### src/inc/ptq_pkg.sv
// constants, field layout and state types of the pulse trigger qualifier
//
// Contract
// - glitch positive: trigger on narrow positive pulse
// - glitch negative: trigger on narrow negative pulse
// - glitch either: narrow pulse of any polarity
// - accept narrower than width, reject wider
// - runt positive: rise lower, fall back, no upper
// - runt negative: fall upper, rise back, no lower
// - runt either: any direction, other threshold untouched
// - width positive: inside limits, or outside option
// - width negative: inside limits, or outside option
// - slew positive: lower crossed first, upper after
// - slew negative: upper crossed first, lower after
// - slew either: one threshold then the other
// - slew triggers on faster or slower transit
// - one source select of four, shared by classes
// - fifty percent preset finds peak midpoint
// - ttl/ecl presets fixed levels, manual uses entry
// - runt trigger at recrossing of first threshold
// - lower width limit kept at most upper
package ptq_pkg;

   // ---------------------------------------------
   // register byte offsets
   // ---------------------------------------------
   localparam logic [7:0] ADR_CTRL = 8'h00;
   localparam logic [7:0] ADR_GLW = 8'h04;
   localparam logic [7:0] ADR_WLO = 8'h08;
   localparam logic [7:0] ADR_WHI = 8'h0c;
   localparam logic [7:0] ADR_SLEW = 8'h10;
   localparam logic [7:0] ADR_LVL = 8'h14;
   localparam logic [7:0] ADR_STAT = 8'h18;
   localparam logic [7:0] ADR_TCNT = 8'h1c;

   // ---------------------------------------------
   // control and status field positions
   // ---------------------------------------------
   localparam int CTL_W = 11;
   localparam int CTL_CLS = 0;
   localparam int CTL_POL = 2;
   localparam int CTL_SRC = 4;
   localparam int CTL_REJ = 6;
   localparam int CTL_OUT = 7;
   localparam int CTL_SLOW = 8;
   localparam int CTL_LVM = 9;
   localparam int STAT_BUSY = 11;
   localparam int STAT_ST = 8;

   localparam logic [1:0] CLS_GLITCH = 2'h0;
   localparam logic [1:0] CLS_RUNT = 2'h1;
   localparam logic [1:0] CLS_WIDTH = 2'h2;
   localparam logic [1:0] CLS_SLEW = 2'h3;
   localparam logic [1:0] POL_POS = 2'h0;
   localparam logic [1:0] POL_NEG = 2'h1;
   localparam logic [1:0] POL_EITHER = 2'h2;
   localparam logic [1:0] LVM_MANUAL = 2'h0;
   localparam logic [1:0] LVM_TTL = 2'h1;
   localparam logic [1:0] LVM_ECL = 2'h2;
   localparam logic [1:0] LVM_HALF = 2'h3;

   // ---------------------------------------------
   // reset values and level presets (threshold dac codes)
   // ---------------------------------------------
   localparam logic [CTL_W-1:0] RST_CTRL = 11'h000;
   localparam logic [15:0] RST_GLW = 16'h0010;
   localparam logic [15:0] RST_WLO = 16'h0008;
   localparam logic [15:0] RST_WHI = 16'h0020;
   localparam logic [15:0] RST_SLEW = 16'h0010;
   localparam logic [7:0] RST_LVL = 8'h80;
   localparam logic [7:0] LVL_TTL = 8'h40;
   localparam logic [7:0] LVL_ECL = 8'h30;
   localparam logic [15:0] CNT_MAX = 16'hffff;

   // ---------------------------------------------
   // timing
   // ---------------------------------------------
   localparam int CLK_MHZ = 100;
   localparam int PEAK_WIN_NS = 2560;
   localparam logic [8:0] PEAK_CYC = 9'((PEAK_WIN_NS * CLK_MHZ) / 1000);

   typedef enum logic [2:0] {
      ST_IDLE,
      ST_PUL_P,
      ST_PUL_N,
      ST_RUNT_UP,
      ST_RUNT_DN,
      ST_SLEW_UP,
      ST_SLEW_DN
   } ptq_state_t;

endpackage

### src/rtl/ptq_top.sv
// pulse trigger qualifier: wishbone registers, comparator sync, class engines
`timescale 1ns/1ps
module ptq_top (
   input wire logic clk_i,
   input wire logic rst_i,
   input wire logic wb_cyc_i,
   input wire logic wb_stb_i,
   input wire logic wb_we_i,
   input wire logic [7:0] wb_adr_i,
   input wire logic [3:0] wb_sel_i,
   input wire logic [31:0] wb_dat_i,
   output logic [31:0] wb_dat_o,
   output logic wb_ack_o,
   input wire logic [3:0] cmp_lvl_i,
   input wire logic [3:0] cmp_hi_i,
   input wire logic [3:0] cmp_lo_i,
   input wire logic [31:0] samp_i,
   output logic trig_o,
   output logic [7:0] level_o
);

   typedef struct packed {
      logic [11:0] sy1;
      logic [11:0] sy2;
      logic [2:0] prv;
      ptq_pkg::ptq_state_t st;
      logic [15:0] cnt;
      logic trig;
      logic [ptq_pkg::CTL_W-1:0] ctl;
      logic [15:0] glw;
      logic [15:0] wlo;
      logic [15:0] whi;
      logic [15:0] slw;
      logic [7:0] lvl;
      logic [7:0] lvl_eff;
      logic [15:0] tcnt;
      logic pk_start;
      logic ack;
      logic [31:0] dat;
   } ptq_regs_t;

   ptq_regs_t s_r;
   ptq_regs_t s_nxt;

   logic pk_busy;
   logic pk_done;
   logic [7:0] pk_mid;
   logic [7:0] samp_sel;

   // ---------------------------------------------
   // helpers
   // ---------------------------------------------
   function automatic logic [15:0] merge16(input logic [15:0] old_v, input logic [31:0] wd,
                                           input logic [3:0] sel);
      logic [15:0] r;
      r = old_v;
      if (sel[0]) begin
         r[7:0] = wd[7:0];
      end
      if (sel[1]) begin
         r[15:8] = wd[15:8];
      end
      return r;
   endfunction

   function automatic logic [15:0] sat_inc(input logic [15:0] c);
      return (c == ptq_pkg::CNT_MAX) ? c : c + 16'h0001;
   endfunction

   // ---------------------------------------------
   // source selection, shared by every class
   // ---------------------------------------------
   logic [1:0] cls;
   logic [1:0] pol;
   logic [1:0] src;
   logic s_lvl;
   logic s_hi;
   logic s_lo;
   logic lvl_r;
   logic lvl_f;
   logic hi_r;
   logic hi_f;
   logic lo_r;
   logic lo_f;
   logic pos_ok;
   logic neg_ok;
   logic glitch_ok;
   logic width_ok;
   logic slew_ok;
   logic wr;
   logic acc;

   always_comb begin
      cls = s_r.ctl[ptq_pkg::CTL_CLS +: 2];
      pol = s_r.ctl[ptq_pkg::CTL_POL +: 2];
      src = s_r.ctl[ptq_pkg::CTL_SRC +: 2];
      // only the second sync stage is read here
      s_lvl = s_r.sy2[{2'h0, src}];
      s_hi = s_r.sy2[4 + {2'h0, src}];
      s_lo = s_r.sy2[8 + {2'h0, src}];
      samp_sel = samp_i[{src, 3'h0} +: 8];
      lvl_r = s_lvl & ~s_r.prv[0];
      lvl_f = ~s_lvl & s_r.prv[0];
      hi_r = s_hi & ~s_r.prv[1];
      hi_f = ~s_hi & s_r.prv[1];
      lo_r = s_lo & ~s_r.prv[2];
      lo_f = ~s_lo & s_r.prv[2];
      pos_ok = (pol == ptq_pkg::POL_POS) || (pol == ptq_pkg::POL_EITHER);
      neg_ok = (pol == ptq_pkg::POL_NEG) || (pol == ptq_pkg::POL_EITHER);
      // accept: narrower than width; reject: wider
      glitch_ok = s_r.ctl[ptq_pkg::CTL_REJ] ? (s_r.cnt > s_r.glw) : (s_r.cnt < s_r.glw);
      width_ok = ((s_r.cnt >= s_r.wlo) && (s_r.cnt <= s_r.whi)) ^ s_r.ctl[ptq_pkg::CTL_OUT];
      slew_ok = s_r.ctl[ptq_pkg::CTL_SLOW] ? (s_r.cnt > s_r.slw) : (s_r.cnt < s_r.slw);
      acc = wb_cyc_i & wb_stb_i & ~s_r.ack;
      wr = acc & wb_we_i;
   end

   ptq_peak u_peak (
      .clk_i(clk_i),
      .rst_i(rst_i),
      .start_i(s_r.pk_start),
      .samp_i(samp_sel),
      .busy_o(pk_busy),
      .done_o(pk_done),
      .mid_o(pk_mid)
   );

   // ---------------------------------------------
   // next state
   // ---------------------------------------------
   always_comb begin
      logic hit;
      logic pul_ok;
      logic [15:0] nv;
      hit = 1'b0;
      nv = 16'h0000;
      pul_ok = (cls == ptq_pkg::CLS_GLITCH) ? glitch_ok : width_ok;
      s_nxt = s_r;
      s_nxt.sy1 = {cmp_lo_i, cmp_hi_i, cmp_lvl_i};
      s_nxt.sy2 = s_r.sy1;
      s_nxt.prv = {s_lo, s_hi, s_lvl};
      s_nxt.pk_start = 1'b0;

      case (s_r.st)
         ptq_pkg::ST_IDLE: begin
            s_nxt.cnt = 16'h0001;
            if (cls == ptq_pkg::CLS_GLITCH || cls == ptq_pkg::CLS_WIDTH) begin
               if (lvl_r && pos_ok) begin
                  s_nxt.st = ptq_pkg::ST_PUL_P;
               end else if (lvl_f && neg_ok) begin
                  s_nxt.st = ptq_pkg::ST_PUL_N;
               end
            end else if (cls == ptq_pkg::CLS_RUNT) begin
               if (lo_r && !s_hi && pos_ok) begin
                  s_nxt.st = ptq_pkg::ST_RUNT_UP;
               end else if (hi_f && s_lo && neg_ok) begin
                  s_nxt.st = ptq_pkg::ST_RUNT_DN;
               end
            end else begin
               if (lo_r && !s_hi && pos_ok) begin
                  s_nxt.st = ptq_pkg::ST_SLEW_UP;
               end else if (hi_f && s_lo && neg_ok) begin
                  s_nxt.st = ptq_pkg::ST_SLEW_DN;
               end
            end
         end
         ptq_pkg::ST_PUL_P: begin
            if (lvl_f) begin
               hit = pul_ok;
               // with either polarity the closing edge opens a negative pulse
               s_nxt.st = neg_ok ? ptq_pkg::ST_PUL_N : ptq_pkg::ST_IDLE;
               s_nxt.cnt = 16'h0001;
            end else begin
               s_nxt.cnt = sat_inc(s_r.cnt);
            end
         end
         ptq_pkg::ST_PUL_N: begin
            if (lvl_r) begin
               hit = pul_ok;
               s_nxt.st = pos_ok ? ptq_pkg::ST_PUL_P : ptq_pkg::ST_IDLE;
               s_nxt.cnt = 16'h0001;
            end else begin
               s_nxt.cnt = sat_inc(s_r.cnt);
            end
         end
         ptq_pkg::ST_RUNT_UP: begin
            if (s_hi) begin
               s_nxt.st = ptq_pkg::ST_IDLE;
            end else if (lo_f) begin
               hit = 1'b1;
               s_nxt.st = ptq_pkg::ST_IDLE;
            end
         end
         ptq_pkg::ST_RUNT_DN: begin
            if (!s_lo) begin
               s_nxt.st = ptq_pkg::ST_IDLE;
            end else if (hi_r) begin
               hit = 1'b1;
               s_nxt.st = ptq_pkg::ST_IDLE;
            end
         end
         ptq_pkg::ST_SLEW_UP: begin
            if (hi_r) begin
               hit = slew_ok;
               s_nxt.st = ptq_pkg::ST_IDLE;
            end else if (lo_f) begin
               s_nxt.st = ptq_pkg::ST_IDLE;
            end else begin
               s_nxt.cnt = sat_inc(s_r.cnt);
            end
         end
         ptq_pkg::ST_SLEW_DN: begin
            if (lo_f) begin
               hit = slew_ok;
               s_nxt.st = ptq_pkg::ST_IDLE;
            end else if (hi_r) begin
               s_nxt.st = ptq_pkg::ST_IDLE;
            end else begin
               s_nxt.cnt = sat_inc(s_r.cnt);
            end
         end
         default: begin
            s_nxt.st = ptq_pkg::ST_IDLE;
         end
      endcase

      s_nxt.trig = hit;
      if (hit) begin
         s_nxt.tcnt = s_r.tcnt + 16'h0001;
      end

      // ---------------------------------------------
      // register writes
      // ---------------------------------------------
      if (wr) begin
         case (wb_adr_i)
            ptq_pkg::ADR_CTRL: begin
               nv = merge16({5'h00, s_r.ctl}, wb_dat_i, wb_sel_i);
               s_nxt.ctl = nv[ptq_pkg::CTL_W-1:0];
               // a half-way edge under a new setting must not qualify
               s_nxt.st = ptq_pkg::ST_IDLE;
               s_nxt.pk_start = (nv[ptq_pkg::CTL_LVM +: 2] == ptq_pkg::LVM_HALF);
            end
            ptq_pkg::ADR_GLW: begin
               s_nxt.glw = merge16(s_r.glw, wb_dat_i, wb_sel_i);
            end
            ptq_pkg::ADR_WLO: begin
               nv = merge16(s_r.wlo, wb_dat_i, wb_sel_i);
               s_nxt.wlo = (nv > s_r.whi) ? s_r.whi : nv;
            end
            ptq_pkg::ADR_WHI: begin
               nv = merge16(s_r.whi, wb_dat_i, wb_sel_i);
               s_nxt.whi = nv;
               if (s_r.wlo > nv) begin
                  s_nxt.wlo = nv;
               end
            end
            ptq_pkg::ADR_SLEW: begin
               s_nxt.slw = merge16(s_r.slw, wb_dat_i, wb_sel_i);
            end
            ptq_pkg::ADR_LVL: begin
               nv = merge16({8'h00, s_r.lvl}, wb_dat_i, wb_sel_i);
               s_nxt.lvl = nv[7:0];
            end
            default: begin
            end
         endcase
      end

      // ---------------------------------------------
      // effective trigger level
      // ---------------------------------------------
      case (s_r.ctl[ptq_pkg::CTL_LVM +: 2])
         ptq_pkg::LVM_MANUAL: s_nxt.lvl_eff = s_r.lvl;
         ptq_pkg::LVM_TTL: s_nxt.lvl_eff = ptq_pkg::LVL_TTL;
         ptq_pkg::LVM_ECL: s_nxt.lvl_eff = ptq_pkg::LVL_ECL;
         default: begin
            // previous level holds while the peak search runs
            if (pk_done) begin
               s_nxt.lvl_eff = pk_mid;
            end
         end
      endcase

      // ---------------------------------------------
      // bus answer: one wait-free cycle, unmapped reads zero
      // ---------------------------------------------
      s_nxt.ack = acc;
      s_nxt.dat = 32'h0000_0000;
      if (acc && !wb_we_i) begin
         case (wb_adr_i)
            ptq_pkg::ADR_CTRL: s_nxt.dat = {21'h000000, s_r.ctl};
            ptq_pkg::ADR_GLW: s_nxt.dat = {16'h0000, s_r.glw};
            ptq_pkg::ADR_WLO: s_nxt.dat = {16'h0000, s_r.wlo};
            ptq_pkg::ADR_WHI: s_nxt.dat = {16'h0000, s_r.whi};
            ptq_pkg::ADR_SLEW: s_nxt.dat = {16'h0000, s_r.slw};
            ptq_pkg::ADR_LVL: s_nxt.dat = {24'h000000, s_r.lvl};
            ptq_pkg::ADR_STAT: begin
               s_nxt.dat[7:0] = s_r.lvl_eff;
               s_nxt.dat[ptq_pkg::STAT_ST +: 3] = s_r.st;
               s_nxt.dat[ptq_pkg::STAT_BUSY] = pk_busy;
            end
            ptq_pkg::ADR_TCNT: s_nxt.dat = {16'h0000, s_r.tcnt};
            default: s_nxt.dat = 32'h0000_0000;
         endcase
      end
   end

   always_ff @(posedge clk_i) begin
      if (rst_i) begin
         s_r <= '0;
         s_r.st <= ptq_pkg::ST_IDLE;
         s_r.ctl <= ptq_pkg::RST_CTRL;
         s_r.glw <= ptq_pkg::RST_GLW;
         s_r.wlo <= ptq_pkg::RST_WLO;
         s_r.whi <= ptq_pkg::RST_WHI;
         s_r.slw <= ptq_pkg::RST_SLEW;
         s_r.lvl <= ptq_pkg::RST_LVL;
         s_r.lvl_eff <= ptq_pkg::RST_LVL;
      end else begin
         s_r <= s_nxt;
      end
   end

   assign wb_dat_o = s_r.dat;
   assign wb_ack_o = s_r.ack;
   assign trig_o = s_r.trig;
   assign level_o = s_r.lvl_eff;

endmodule

### src/rtl/ptq_peak.sv
// peak finder: midpoint between max and min of a sample stream
`timescale 1ns/1ps
module ptq_peak (
   input wire logic clk_i,
   input wire logic rst_i,
   input wire logic start_i,
   input wire logic [7:0] samp_i,
   output logic busy_o,
   output logic done_o,
   output logic [7:0] mid_o
);

   typedef struct packed {
      logic busy;
      logic done;
      logic [8:0] cnt;
      logic [7:0] mx;
      logic [7:0] mn;
      logic [7:0] mid;
   } ptq_pk_t;

   ptq_pk_t s_r;
   ptq_pk_t s_nxt;

   always_comb begin
      s_nxt = s_r;
      s_nxt.done = 1'b0;
      if (start_i) begin
         s_nxt.busy = 1'b1;
         s_nxt.cnt = ptq_pkg::PEAK_CYC;
         s_nxt.mx = samp_i;
         s_nxt.mn = samp_i;
      end else if (s_r.busy) begin
         if (samp_i > s_r.mx) begin
            s_nxt.mx = samp_i;
         end
         if (samp_i < s_r.mn) begin
            s_nxt.mn = samp_i;
         end
         s_nxt.cnt = s_r.cnt - 9'h001;
         if (s_r.cnt == 9'h001) begin
            // midpoint without overflow: sum carried in 9 bits
            s_nxt.mid = 8'(({1'b0, s_r.mx} + {1'b0, s_r.mn}) >> 1);
            s_nxt.busy = 1'b0;
            s_nxt.done = 1'b1;
         end
      end
   end

   always_ff @(posedge clk_i) begin
      if (rst_i) begin
         s_r <= '0;
      end else begin
         s_r <= s_nxt;
      end
   end

   assign busy_o = s_r.busy;
   assign done_o = s_r.done;
   assign mid_o = s_r.mid;

endmodule

### config.mk
export PLATFORM = sky130hd
export DESIGN_NAME = ptq_top
export DESIGN_NICKNAME = d
export VERILOG_FILES = /design/src/inc/ptq_pkg.sv /design/src/rtl/ptq_top.sv /design/src/rtl/ptq_peak.sv
export SDC_FILE = /design/constraint.sdc
export NUM_CORES = 1
export LEC_CHECK = 0
export ABC_AREA = 1
export ABC_CLOCK_PERIOD_IN_PS = 4300
export BUFFER_PORTS_ARGS = -buffer_cell sky130_fd_sc_hd__buf_2
export CORE_UTILIZATION = 40
export DETAILED_ROUTE_END_ITERATION = 16
export PLACE_DENSITY = 0.68
export SKIP_CTS_REPAIR_TIMING = 1
export SLEW_MARGIN = 40
export SYNTH_ARGS = -nofsm -noshare
export SYNTH_HDL_FRONTEND = slang
export SYNTH_SLANG_ARGS = --single-unit
### constraint.sdc
create_clock -name clk_i -period 4.3 [get_ports clk_i]
set_input_delay 0.86 -clock clk_i [delete_from_list [all_inputs] [get_ports clk_i]]
set_output_delay 0.86 -clock clk_i [all_outputs]
set_load 0.01 [all_outputs]
==> flow_metrics.tcl, run 1 <==
set metrics [dict create \
    fin_nets 2171 \
    worst_pin_slew_ps 752 \
    skew_ps 12.6 \
    worstPathRequired_ps 4730 \
    clock_latency_ps 540 \
    crit_arrival_ps 3450 \
    synthArstFlopShare_pct 0 \
    fp.dieW_um 184 \
    ys_seq_area_share_pct 31.1 \
    drt_wl_total_um 38100 \
    syn2layout_area_growth_pct 11.8 \
    vdd_ir_drop_max_uv 245 \
    placementRows 66 \
    htreeDepth 1 \
    drtIter0Drc 962 \
    die_area_sq_um 34000 \
    nFillCells 3321 \
    yosys-top-cells-count "nand2_1, inv_1, a21oi_1" \
    regArea_sq_um 4150 \
    cts_tree "done" \
    rsz0062_at_grt "no" \
    die-height_um 184 \
    grt.total_usage_pct 22.5 \
    grt_pass1_wl_um 60900 \
    relSlewSlack_pct 49.8 \
    first_pass_iters 6 \
    synth_area_leaders "dfxtp_1, ha_1, a21oi_1" \
    hold_viol_final 0 \
    vias_per_cell 5.31 \
    fmax_mhz 331 \
    route.detailed.drc 0 \
    vias 12778 \
    root_buffer "clkbuf_16" \
    synth-seq-cells 207 \
    place_congestion 0.918 \
    synth_cells 1891 \
    synthesis.area_sq_um 13300 \
    start_util_pct 40.8 \
    synth_edf_count 0 \
    endpoint_kind "register" \
    yosys.area.top_type "dfxtp_1" \
    status "finished clean" \
    rrSetupSlack_ps 1370 \
    period_needed_ps 3020 \
    clock_sinks 207 \
    antenna_found_initial 2 \
    final.setup.tns_ps 0 \
    gr-total-overflow 0 \
    maxCapViolCount 0 \
    post-route-util_pct 45.7 \
    synth_top_area_share_pct 31.1 \
    final_layout_size_suffix_gt1_share_pct 12.3 \
    crit_path_max_fanout 16 \
    p_total_mw 4.67 \
    holdCritPathClass "register to register" \
    layout.cells.non_filler 2405 \
    pin_count 135 \
    synth_cell_types 58 \
    finalMaxSlewViolations 0 \
    dp_hpwl_um 28500 \
    first_global_vias 11833 \
    multi_input_area_sq_um 7560 \
    clkTransAtPathRegs_ps 60 \
    wl_per_cell_um 15.8 \
    core_area_sq_um 32600 \
    holdWs_ps 396 \
    setup.worst_path.start_class "primary input" \
    syn_area_per_cell_sq_um 7.04 \
    synth_top_flop_cell "dfxtp_1" \
    dp_cells 2361 \
    power_density_nw_per_um2 313 \
    grt_max_degree 46 \
    critPathKind "primary input to register" \
    yosysMostFrequentCell "nand2_1" \
    yosysWarningCount 0 \
    io_buffers 100 \
    insertedDiodeCount 0 \
    p_leak_nw 6.63 \
    ant_nets 0 \
    clk_path_buf_depth 3 \
    numCtsBuffers 24 \
    setup_viol 0 \
    finalCritPeriodShare_pct 70.3 \
]
## sequential cells by signal, summed over array words and instances (netlist names)
name / cells
u_peak.mid_o: 8
s_nxt: 12
s_r: 130
pol: 2
trig_o: 1
u_peak.busy_o: 1
level_o: 8
u_peak.done_o: 1
wb_dat_o: 16
cls: 2
wb_ack_o: 1
u_peak.s_r: 25
## cells in the final DEF (no fill, tap or decap), drive strengths merged, types with 6 or more instances in the layout
master / Yosys / layout
nand2: 309 / 309
inv: 284 / 285
a21oi: 260 / 260
dfxtp: 207 / 207
nor2: 148 / 148
o21ai: 139 / 139
ha: 132 / 132
nand3: 118 / 118
buf: 57 / 116
nor3: 31 / 31
clkbuf: 46 / 28
o22ai: 25 / 25
xor2: 21 / 21
nand4: 19 / 19
a221oi: 18 / 18
or2: 17 / 17
conb: 1 / 16
clkinv: 3 / 10
o211ai: 8 / 8
a32oi: 7 / 7
bufinv: 0 / 6
## metrics by stage
step	worst slack, ps	area [sq um]
floorplan	1290	13400
global placement	823	14000
detailed placement	803	14000
CTS	1350	14900
global route	967	14900
finish	1280	14900
## final cells by class
cell class	instances	share of cell area [%]
clock buffers	28	4.48
clock inverters	16	1.68
inverters	287	7.28
repair buffers	116	4.27
multi-input cells	1309	50.8
well taps	442	3.71
flip-flops and latches	207	27.8
## final timing paths
path,from,end,depth (start not counted)
max reg2reg,s_r[134],u_peak.s_r[10],11
min reg2reg,s_nxt[168],s_r[168],2
min,s_nxt[168],s_r[168],2
max,wb_sel_i[0],s_r[99],17
## report_power, final
group / total (mW) / internal (mW) / leakage, nW / switching (mW)
Clock: 2.35 / 1.47 / 0.447 / 0.880
Combinational: 0.367 / 0.126 / 4.51 / 0.241
Sequential: 1.94 / 1.93 / 1.67 / 0.0110
Total: 4.67 / 3.53 / 6.63 / 1.13
## kinds of logic (layout without fill, tap and decap cells)
| family | count (synthesis) | in the layout | synth area share [%] |
|---|---|---|---|
| and+or+nand+nor | 650 | 650 | 21.8 |
| AOI/OAI and AO/OA | 484 | 484 | 20.2 |
| buffers and inverters | 390 | 447 | 12.6 |
| DFF | 207 | 207 | 31.1 |
| adders and majority gates | 133 | 133 | 12.5 |
| xor gates and xnor gates | 25 | 25 | 1.64 |
| other | 1 | 16 | 0.0282 |
| muxes | 1 | 1 | 0.0751 |
## worst max-delay path, cell delays in order
cell	delay, ps
buf_2	190
inv_1	400
a21oi_1	200
ha_1	340
inv_1	50
o21bai_1	130
a21oi_1	100
o211ai_1	250
nand2_1	80
nand2_1	70
nand2_1	50
nand2_1	70
nand2_2	110
inv_2	300
nand3_1	120
nand2_1	90
inv_1	40
## routing by layer
layer	GRT usage (%)	share of wire (%)
met3	2.67	6.0
met1	30.6	46
met4	8.73	3.7
met5	0	0.058
met2	36.2	44
Power figures use the tool's default switching activity.
==> run 2, diff against run 1 <==
--- a/config.mk
+++ b/config.mk
@@ -6,7 +6,7 @@
 export NUM_CORES = 1
 export LEC_CHECK = 0
 export ABC_AREA = 1
-export ABC_CLOCK_PERIOD_IN_PS = 4300
+export ABC_CLOCK_PERIOD_IN_PS = 2900
 export BUFFER_PORTS_ARGS = -buffer_cell sky130_fd_sc_hd__buf_2
 export CORE_UTILIZATION = 40
 export DETAILED_ROUTE_END_ITERATION = 16
==> constraint.sdc (replaced) <==
create_clock -name clk_i -period 2.9 [get_ports clk_i]
set_input_delay 0.58 -clock clk_i [delete_from_list [all_inputs] [get_ports clk_i]]
set_output_delay 0.58 -clock clk_i [all_outputs]
set_load 0.01 [all_outputs]
==> run 2 against run 1 <==
Net effect:
- first-iteration DRC count increased by 1.7%
- highest routed layer unchanged
- largest cell class unchanged
- cell count grew 1.0%
- global-route usage is 0.13 points lower
==> flow_metrics.tcl, run 2 (synthesis results as in run 1) <==
set metrics [dict create \
    grt_pass1_wl_um 60700 \
    htreeDepth 1 \
    setup.worst_path.start_class "register" \
    insertedDiodeCount 0 \
    vdd_ir_drop_max_uv 379 \
    rrSetupSlack_ps 190 \
    skew_ps 16.2 \
    endpoint_kind "register" \
    critPathBufInv 3 \
    place_area_sq_um 14200 \
    critPathKind "register to register" \
    drt_wl_total_um 38000 \
    period_needed_ps 2710 \
    wl_per_cell_um 15.6 \
    largest_reg_flops 130 \
    fmax_mhz 369 \
    setup_viol 0 \
    io_buffers 100 \
    crit_top_cell "nand2_1" \
    finalMaxSlewViolations 0 \
    critPathLaunch "s_r[134]" \
    worstPathRequired_ps 3300 \
    clk_path_buf_depth 3 \
    min_from "cmp_lo_i[3]" \
    nFillCells 3289 \
    reg2reg_depth 14 \
    p_total_mw 6.76 \
    holdCritPathClass "primary input to register" \
    regArea_sq_um 4140 \
    place_congestion 0.946 \
    path_depth 14 \
    clock_latency_ps 530 \
    ant_nets 0 \
    postLayoutCellArea_sq_um 15100 \
    root_buffer "clkbuf_16" \
    placementRows 66 \
    rr_endpoint "u_peak.s_r[18]" \
    clock_sinks 207 \
    top_register "s_r" \
    multi_input_area_sq_um 7590 \
    vias 12797 \
    status "finished clean" \
    first_global_vias 11739 \
    hold_viol_final 0 \
    grt.total_usage_pct 22.4 \
    gr-total-overflow 0 \
    final_layout_size_suffix_gt1_share_pct 13.5 \
    route.detailed.drc 0 \
    syn2layout_area_growth_pct 13.6 \
    grt_max_degree 45 \
    cts_tree "done" \
    start_util_pct 40.8 \
    pin_count 135 \
    maxCapViolCount 0 \
    finalCritPeriodShare_pct 93.4 \
    fin_nets 2198 \
    crit_end "u_peak.s_r[18]" \
    fp.dieW_um 184 \
    dp_hpwl_um 29000 \
    die-height_um 184 \
    power_density_nw_per_um2 447 \
    drtIter0Drc 978 \
    relSlewSlack_pct 57.2 \
    critPathTopFamily "compound AO/OA/AOI/OAI gates" \
    worst_pin_slew_ps 639 \
    rsz0062_at_grt "no" \
    vias_per_cell 5.27 \
    worst_path_largest_cell_delay_ps 380 \
    crit_arrival_ps 3110 \
    die_area_sq_um 34000 \
    cp_cell_sequence "buf_12 > inv_4 > nand2_1 > a32oi_1 > ha_1 > nand2_1 > o21ai_0 > nand2_1 > o211ai_1 > o211ai_1 > nand2_1 > clkinvlp_4 > o21ai_0 > a21oi_1" \
    r2r-start "s_r[134]" \
    crit_path_max_fanout 24 \
    first_pass_iters 6 \
    layout_commonest_cell "nand2_1" \
    core_area_sq_um 32600 \
    numCtsBuffers 25 \
    antenna_found_initial 2 \
    crit_slowest_cell "a32oi_1" \
    p_leak_nw 6.76 \
    mostFrequentLayoutCells "nand2_1, inv_1, a21oi_1, dfxtp_1, nor2_1" \
    clkTransAtPathRegs_ps 60 \
]
## run 2: changes by cell type in the layout (fill, tap and decap cells not counted), moves of 2 or more
cell and change:
clkinv_4 -3, buf_4 +20, buf_12 +5, a32oi_1 -5
a32oi_2 +5, bufinv_16 -2, clkbuf_1 +3, clkbuf_8 +3
## run 2: power breakdown
part | total [mW] | internal, mW | switching [mW]
sequential | 2.88 | 2.87 | 0.0163
combinational | 0.570 | 0.210 | 0.360
clock | 3.31 | 2.07 | 1.24
## run 2: through the flow
step / hold WS, ps / worst slack, ps / utilization [%] / setup TNS (ps) / cells
global route: 262 / 10.2 / 46.4 / 0 / 2430
floorplan: 388 / 170 / - / 0 / 1906
finish: 261 / 191 / 46.4 / 0 / 2430
detailed placement: 392 / -54.1 / 43.6 / -423 / 2387
global placement: 394 / -36.0 / 43.6 / -236 / 2387
CTS: 251 / 71.9 / 46.3 / 0 / 2430
## run 2: final cells by class
cell class | count | area share, %
well taps | 442 | 3.65
clock buffers | 34 | 4.75
multi-input cells | 1309 | 50.2
inverters | 287 | 7.19
repair buffers | 142 | 5.89
clock inverters | 9 | 0.959
flip-flops and latches | 207 | 27.4
## run 2: metal layers
metal / track usage [%] / vias up / routed length, um
met2: 36.2 / 442 / 16700
met3: 2.87 / 84 / 2460
met1: 30.3 / 5857 / 17400
met5: 0 / - / 13
met4: 7.90 / 2 / 1380
li1: - / 6412 / -
## run 2: worst min-delay path: stages
cell and delay, ps:
buf_2 70, inv_1 30, nor2_1 60
## run 2: worst min-delay path by stage
stage | endpoint | slack [ps] | cells after the start
2_1_floorplan | s_r[164] | 390 | 2
3_3_place_gp | s_r[173] | 390 | 2
3_5_place_dp | s_r[171] | 390 | 2
4_1_cts | s_nxt[168] | 250 | 3
5_1_grt | s_nxt[168] | 260 | 3
6_report | s_nxt[175] | 260 | 3
==> run 3, diff against run 2 <==
--- a/config.mk
+++ b/config.mk
@@ -10,7 +10,7 @@
 export BUFFER_PORTS_ARGS = -buffer_cell sky130_fd_sc_hd__buf_2
 export CORE_UTILIZATION = 40
 export DETAILED_ROUTE_END_ITERATION = 16
-export PLACE_DENSITY = 0.68
+export PLACE_DENSITY_LB_ADDON = 0.3
 export SKIP_CTS_REPAIR_TIMING = 1
 export SLEW_MARGIN = 40
 export SYNTH_ARGS = -nofsm -noshare
==> run 3 against run 2 <==
Net effect:
- sequential power about the same
- worst setup slack better by 96 ps
- combinational power fell by 0.7%
- highest routed layer unchanged
- wire length is 1.6% higher
- hold slack hardly changed
- clock skew up 5.4 ps
- non-clock buffer count shrank 1
- critical path depth fell by 1
==> flow_metrics.tcl, run 3 (synthesis results as in run 1) <==
set metrics [dict create \
    r2r-start "s_r[135]" \
    critPathLaunch "s_r[135]" \
    vias_per_cell 5.23 \
    rsz0062_at_grt "yes" \
    crit_path_max_fanout 19 \
    holdCritPathClass "primary input to register" \
    grt.total_usage_pct 22.6 \
    crit_arrival_ps 3020 \
    worstPathRequired_ps 3300 \
    clock_sinks 207 \
    htreeDepth 1 \
    endpoint_kind "register" \
    clkTransAtPathRegs_ps 60 \
    place_congestion 0.941 \
    setup.worst_path.start_class "register" \
    first_global_vias 11706 \
    place_area_sq_um 14200 \
    root_buffer "clkbuf_16" \
    relSlewSlack_pct 49.8 \
    syn2layout_area_growth_pct 12.8 \
    start_util_pct 40.8 \
    grt_max_degree 45 \
    min_from "cmp_lo_i[2]" \
    insertedDiodeCount 0 \
    grt_pass1_wl_um 61000 \
    fin_nets 2197 \
    numCtsBuffers 25 \
    vdd_ir_drop_max_uv 336 \
    largest_reg_flops 130 \
    gr-total-overflow 0 \
    pin_count 135 \
    die-height_um 184 \
    top_register "s_r" \
    period_needed_ps 2610 \
    io_buffers 100 \
    critPathKind "register to register" \
    route.detailed.drc 0 \
    finalMaxSlewViolations 0 \
    mostFrequentLayoutCells "nand2_1, inv_1, a21oi_1, dfxtp_1, nor2_1" \
    vias 12697 \
    placementRows 66 \
    setup_viol 0 \
    worst_pin_slew_ps 750 \
    core_area_sq_um 32600 \
    maxCapViolCount 0 \
    drt_wl_total_um 38600 \
    hold_viol_final 0 \
    cts_tree "done" \
    clock_latency_ps 530 \
    die_area_sq_um 34000 \
    finalCritPeriodShare_pct 90.1 \
    postLayoutCellArea_sq_um 15000 \
    skew_ps 21.5 \
    drtIter0Drc 903 \
    wl_per_cell_um 15.9 \
    fp.dieW_um 184 \
    layout.cells.non_filler 2426 \
    dp_hpwl_um 29100 \
    first_pass_iters 5 \
    layout_commonest_cell "nand2_1" \
    fmax_mhz 383 \
    power_density_nw_per_um2 435 \
    p_leak_nw 6.71 \
    antenna_found_initial 1 \
    clk_path_buf_depth 3 \
    ant_nets 0 \
    final_layout_size_suffix_gt1_share_pct 13.3 \
    status "finished clean" \
    holdWs_ps 261 \
    dp_cells 2386 \
]
==> run 3: final cells by class <==
type,instances,area [sq um]
sequential,207,4140
inverter,287,1090
fill,3326,17600
clock buffer,33,696
timing repair buffer,141,858
clock inverter,7,85.1
tap,442,553
multi-input combinational,1309,7600
==> run 3: stage by stage <==
stage	total power [mW]	setup TNS [ps]	worst slack, ps	utilization [%]
global placement	3.49	-770	-73.0	43.5
detailed placement	3.50	-990	-77.4	43.5
finish	6.53	0	288	46.1
floorplan	3.30	0	170	-
global route	6.77	-19.3	-19.3	46.1
CTS	6.57	0	197	45.9
==> run 3: worst max-delay path, stage by stage (launching register included) <==
cell        delay, ps
dfxtp_1           320
inv_2             300
a21oi_1           110
a32oi_2           300
ha_1              190
nand2_1            70
nor2_1            170
nand2_1            70
o211ai_1          110
o211ai_1          120
nand2_1           140
clkinvlp_4        270
o21ai_0           260
a21oi_1            60
==> run 3: final timing paths <==
check / end / slack [ps] / cells past startpoint
worst min register to register: s_r[165] / 400 / 2
worst max register to register: u_peak.s_r[18] / 290 / 13
worst max-delay path: u_peak.s_r[18] / 290 / 13
worst min-delay path: s_nxt[174] / 260 / 3
==> run 3: report_power, final <==
| part | switching [mW] | leakage, nW | internal, mW |
|---|---|---|---|
| clock | 1.24 | 0.389 | 1.84 |
| combinational | 0.362 | 4.65 | 0.205 |
| sequential | 0.0162 | 1.67 | 2.87 |
==> run 3: metal layers <==
layer,global-route usage [%],vias to the layer above,share of wire (%)
met4,7.03,2,2.9
met1,31.2,5843,47
li1,-,6407,-
met2,36.5,379,44
met5,0,-,0.026
met3,2.83,66,6.1
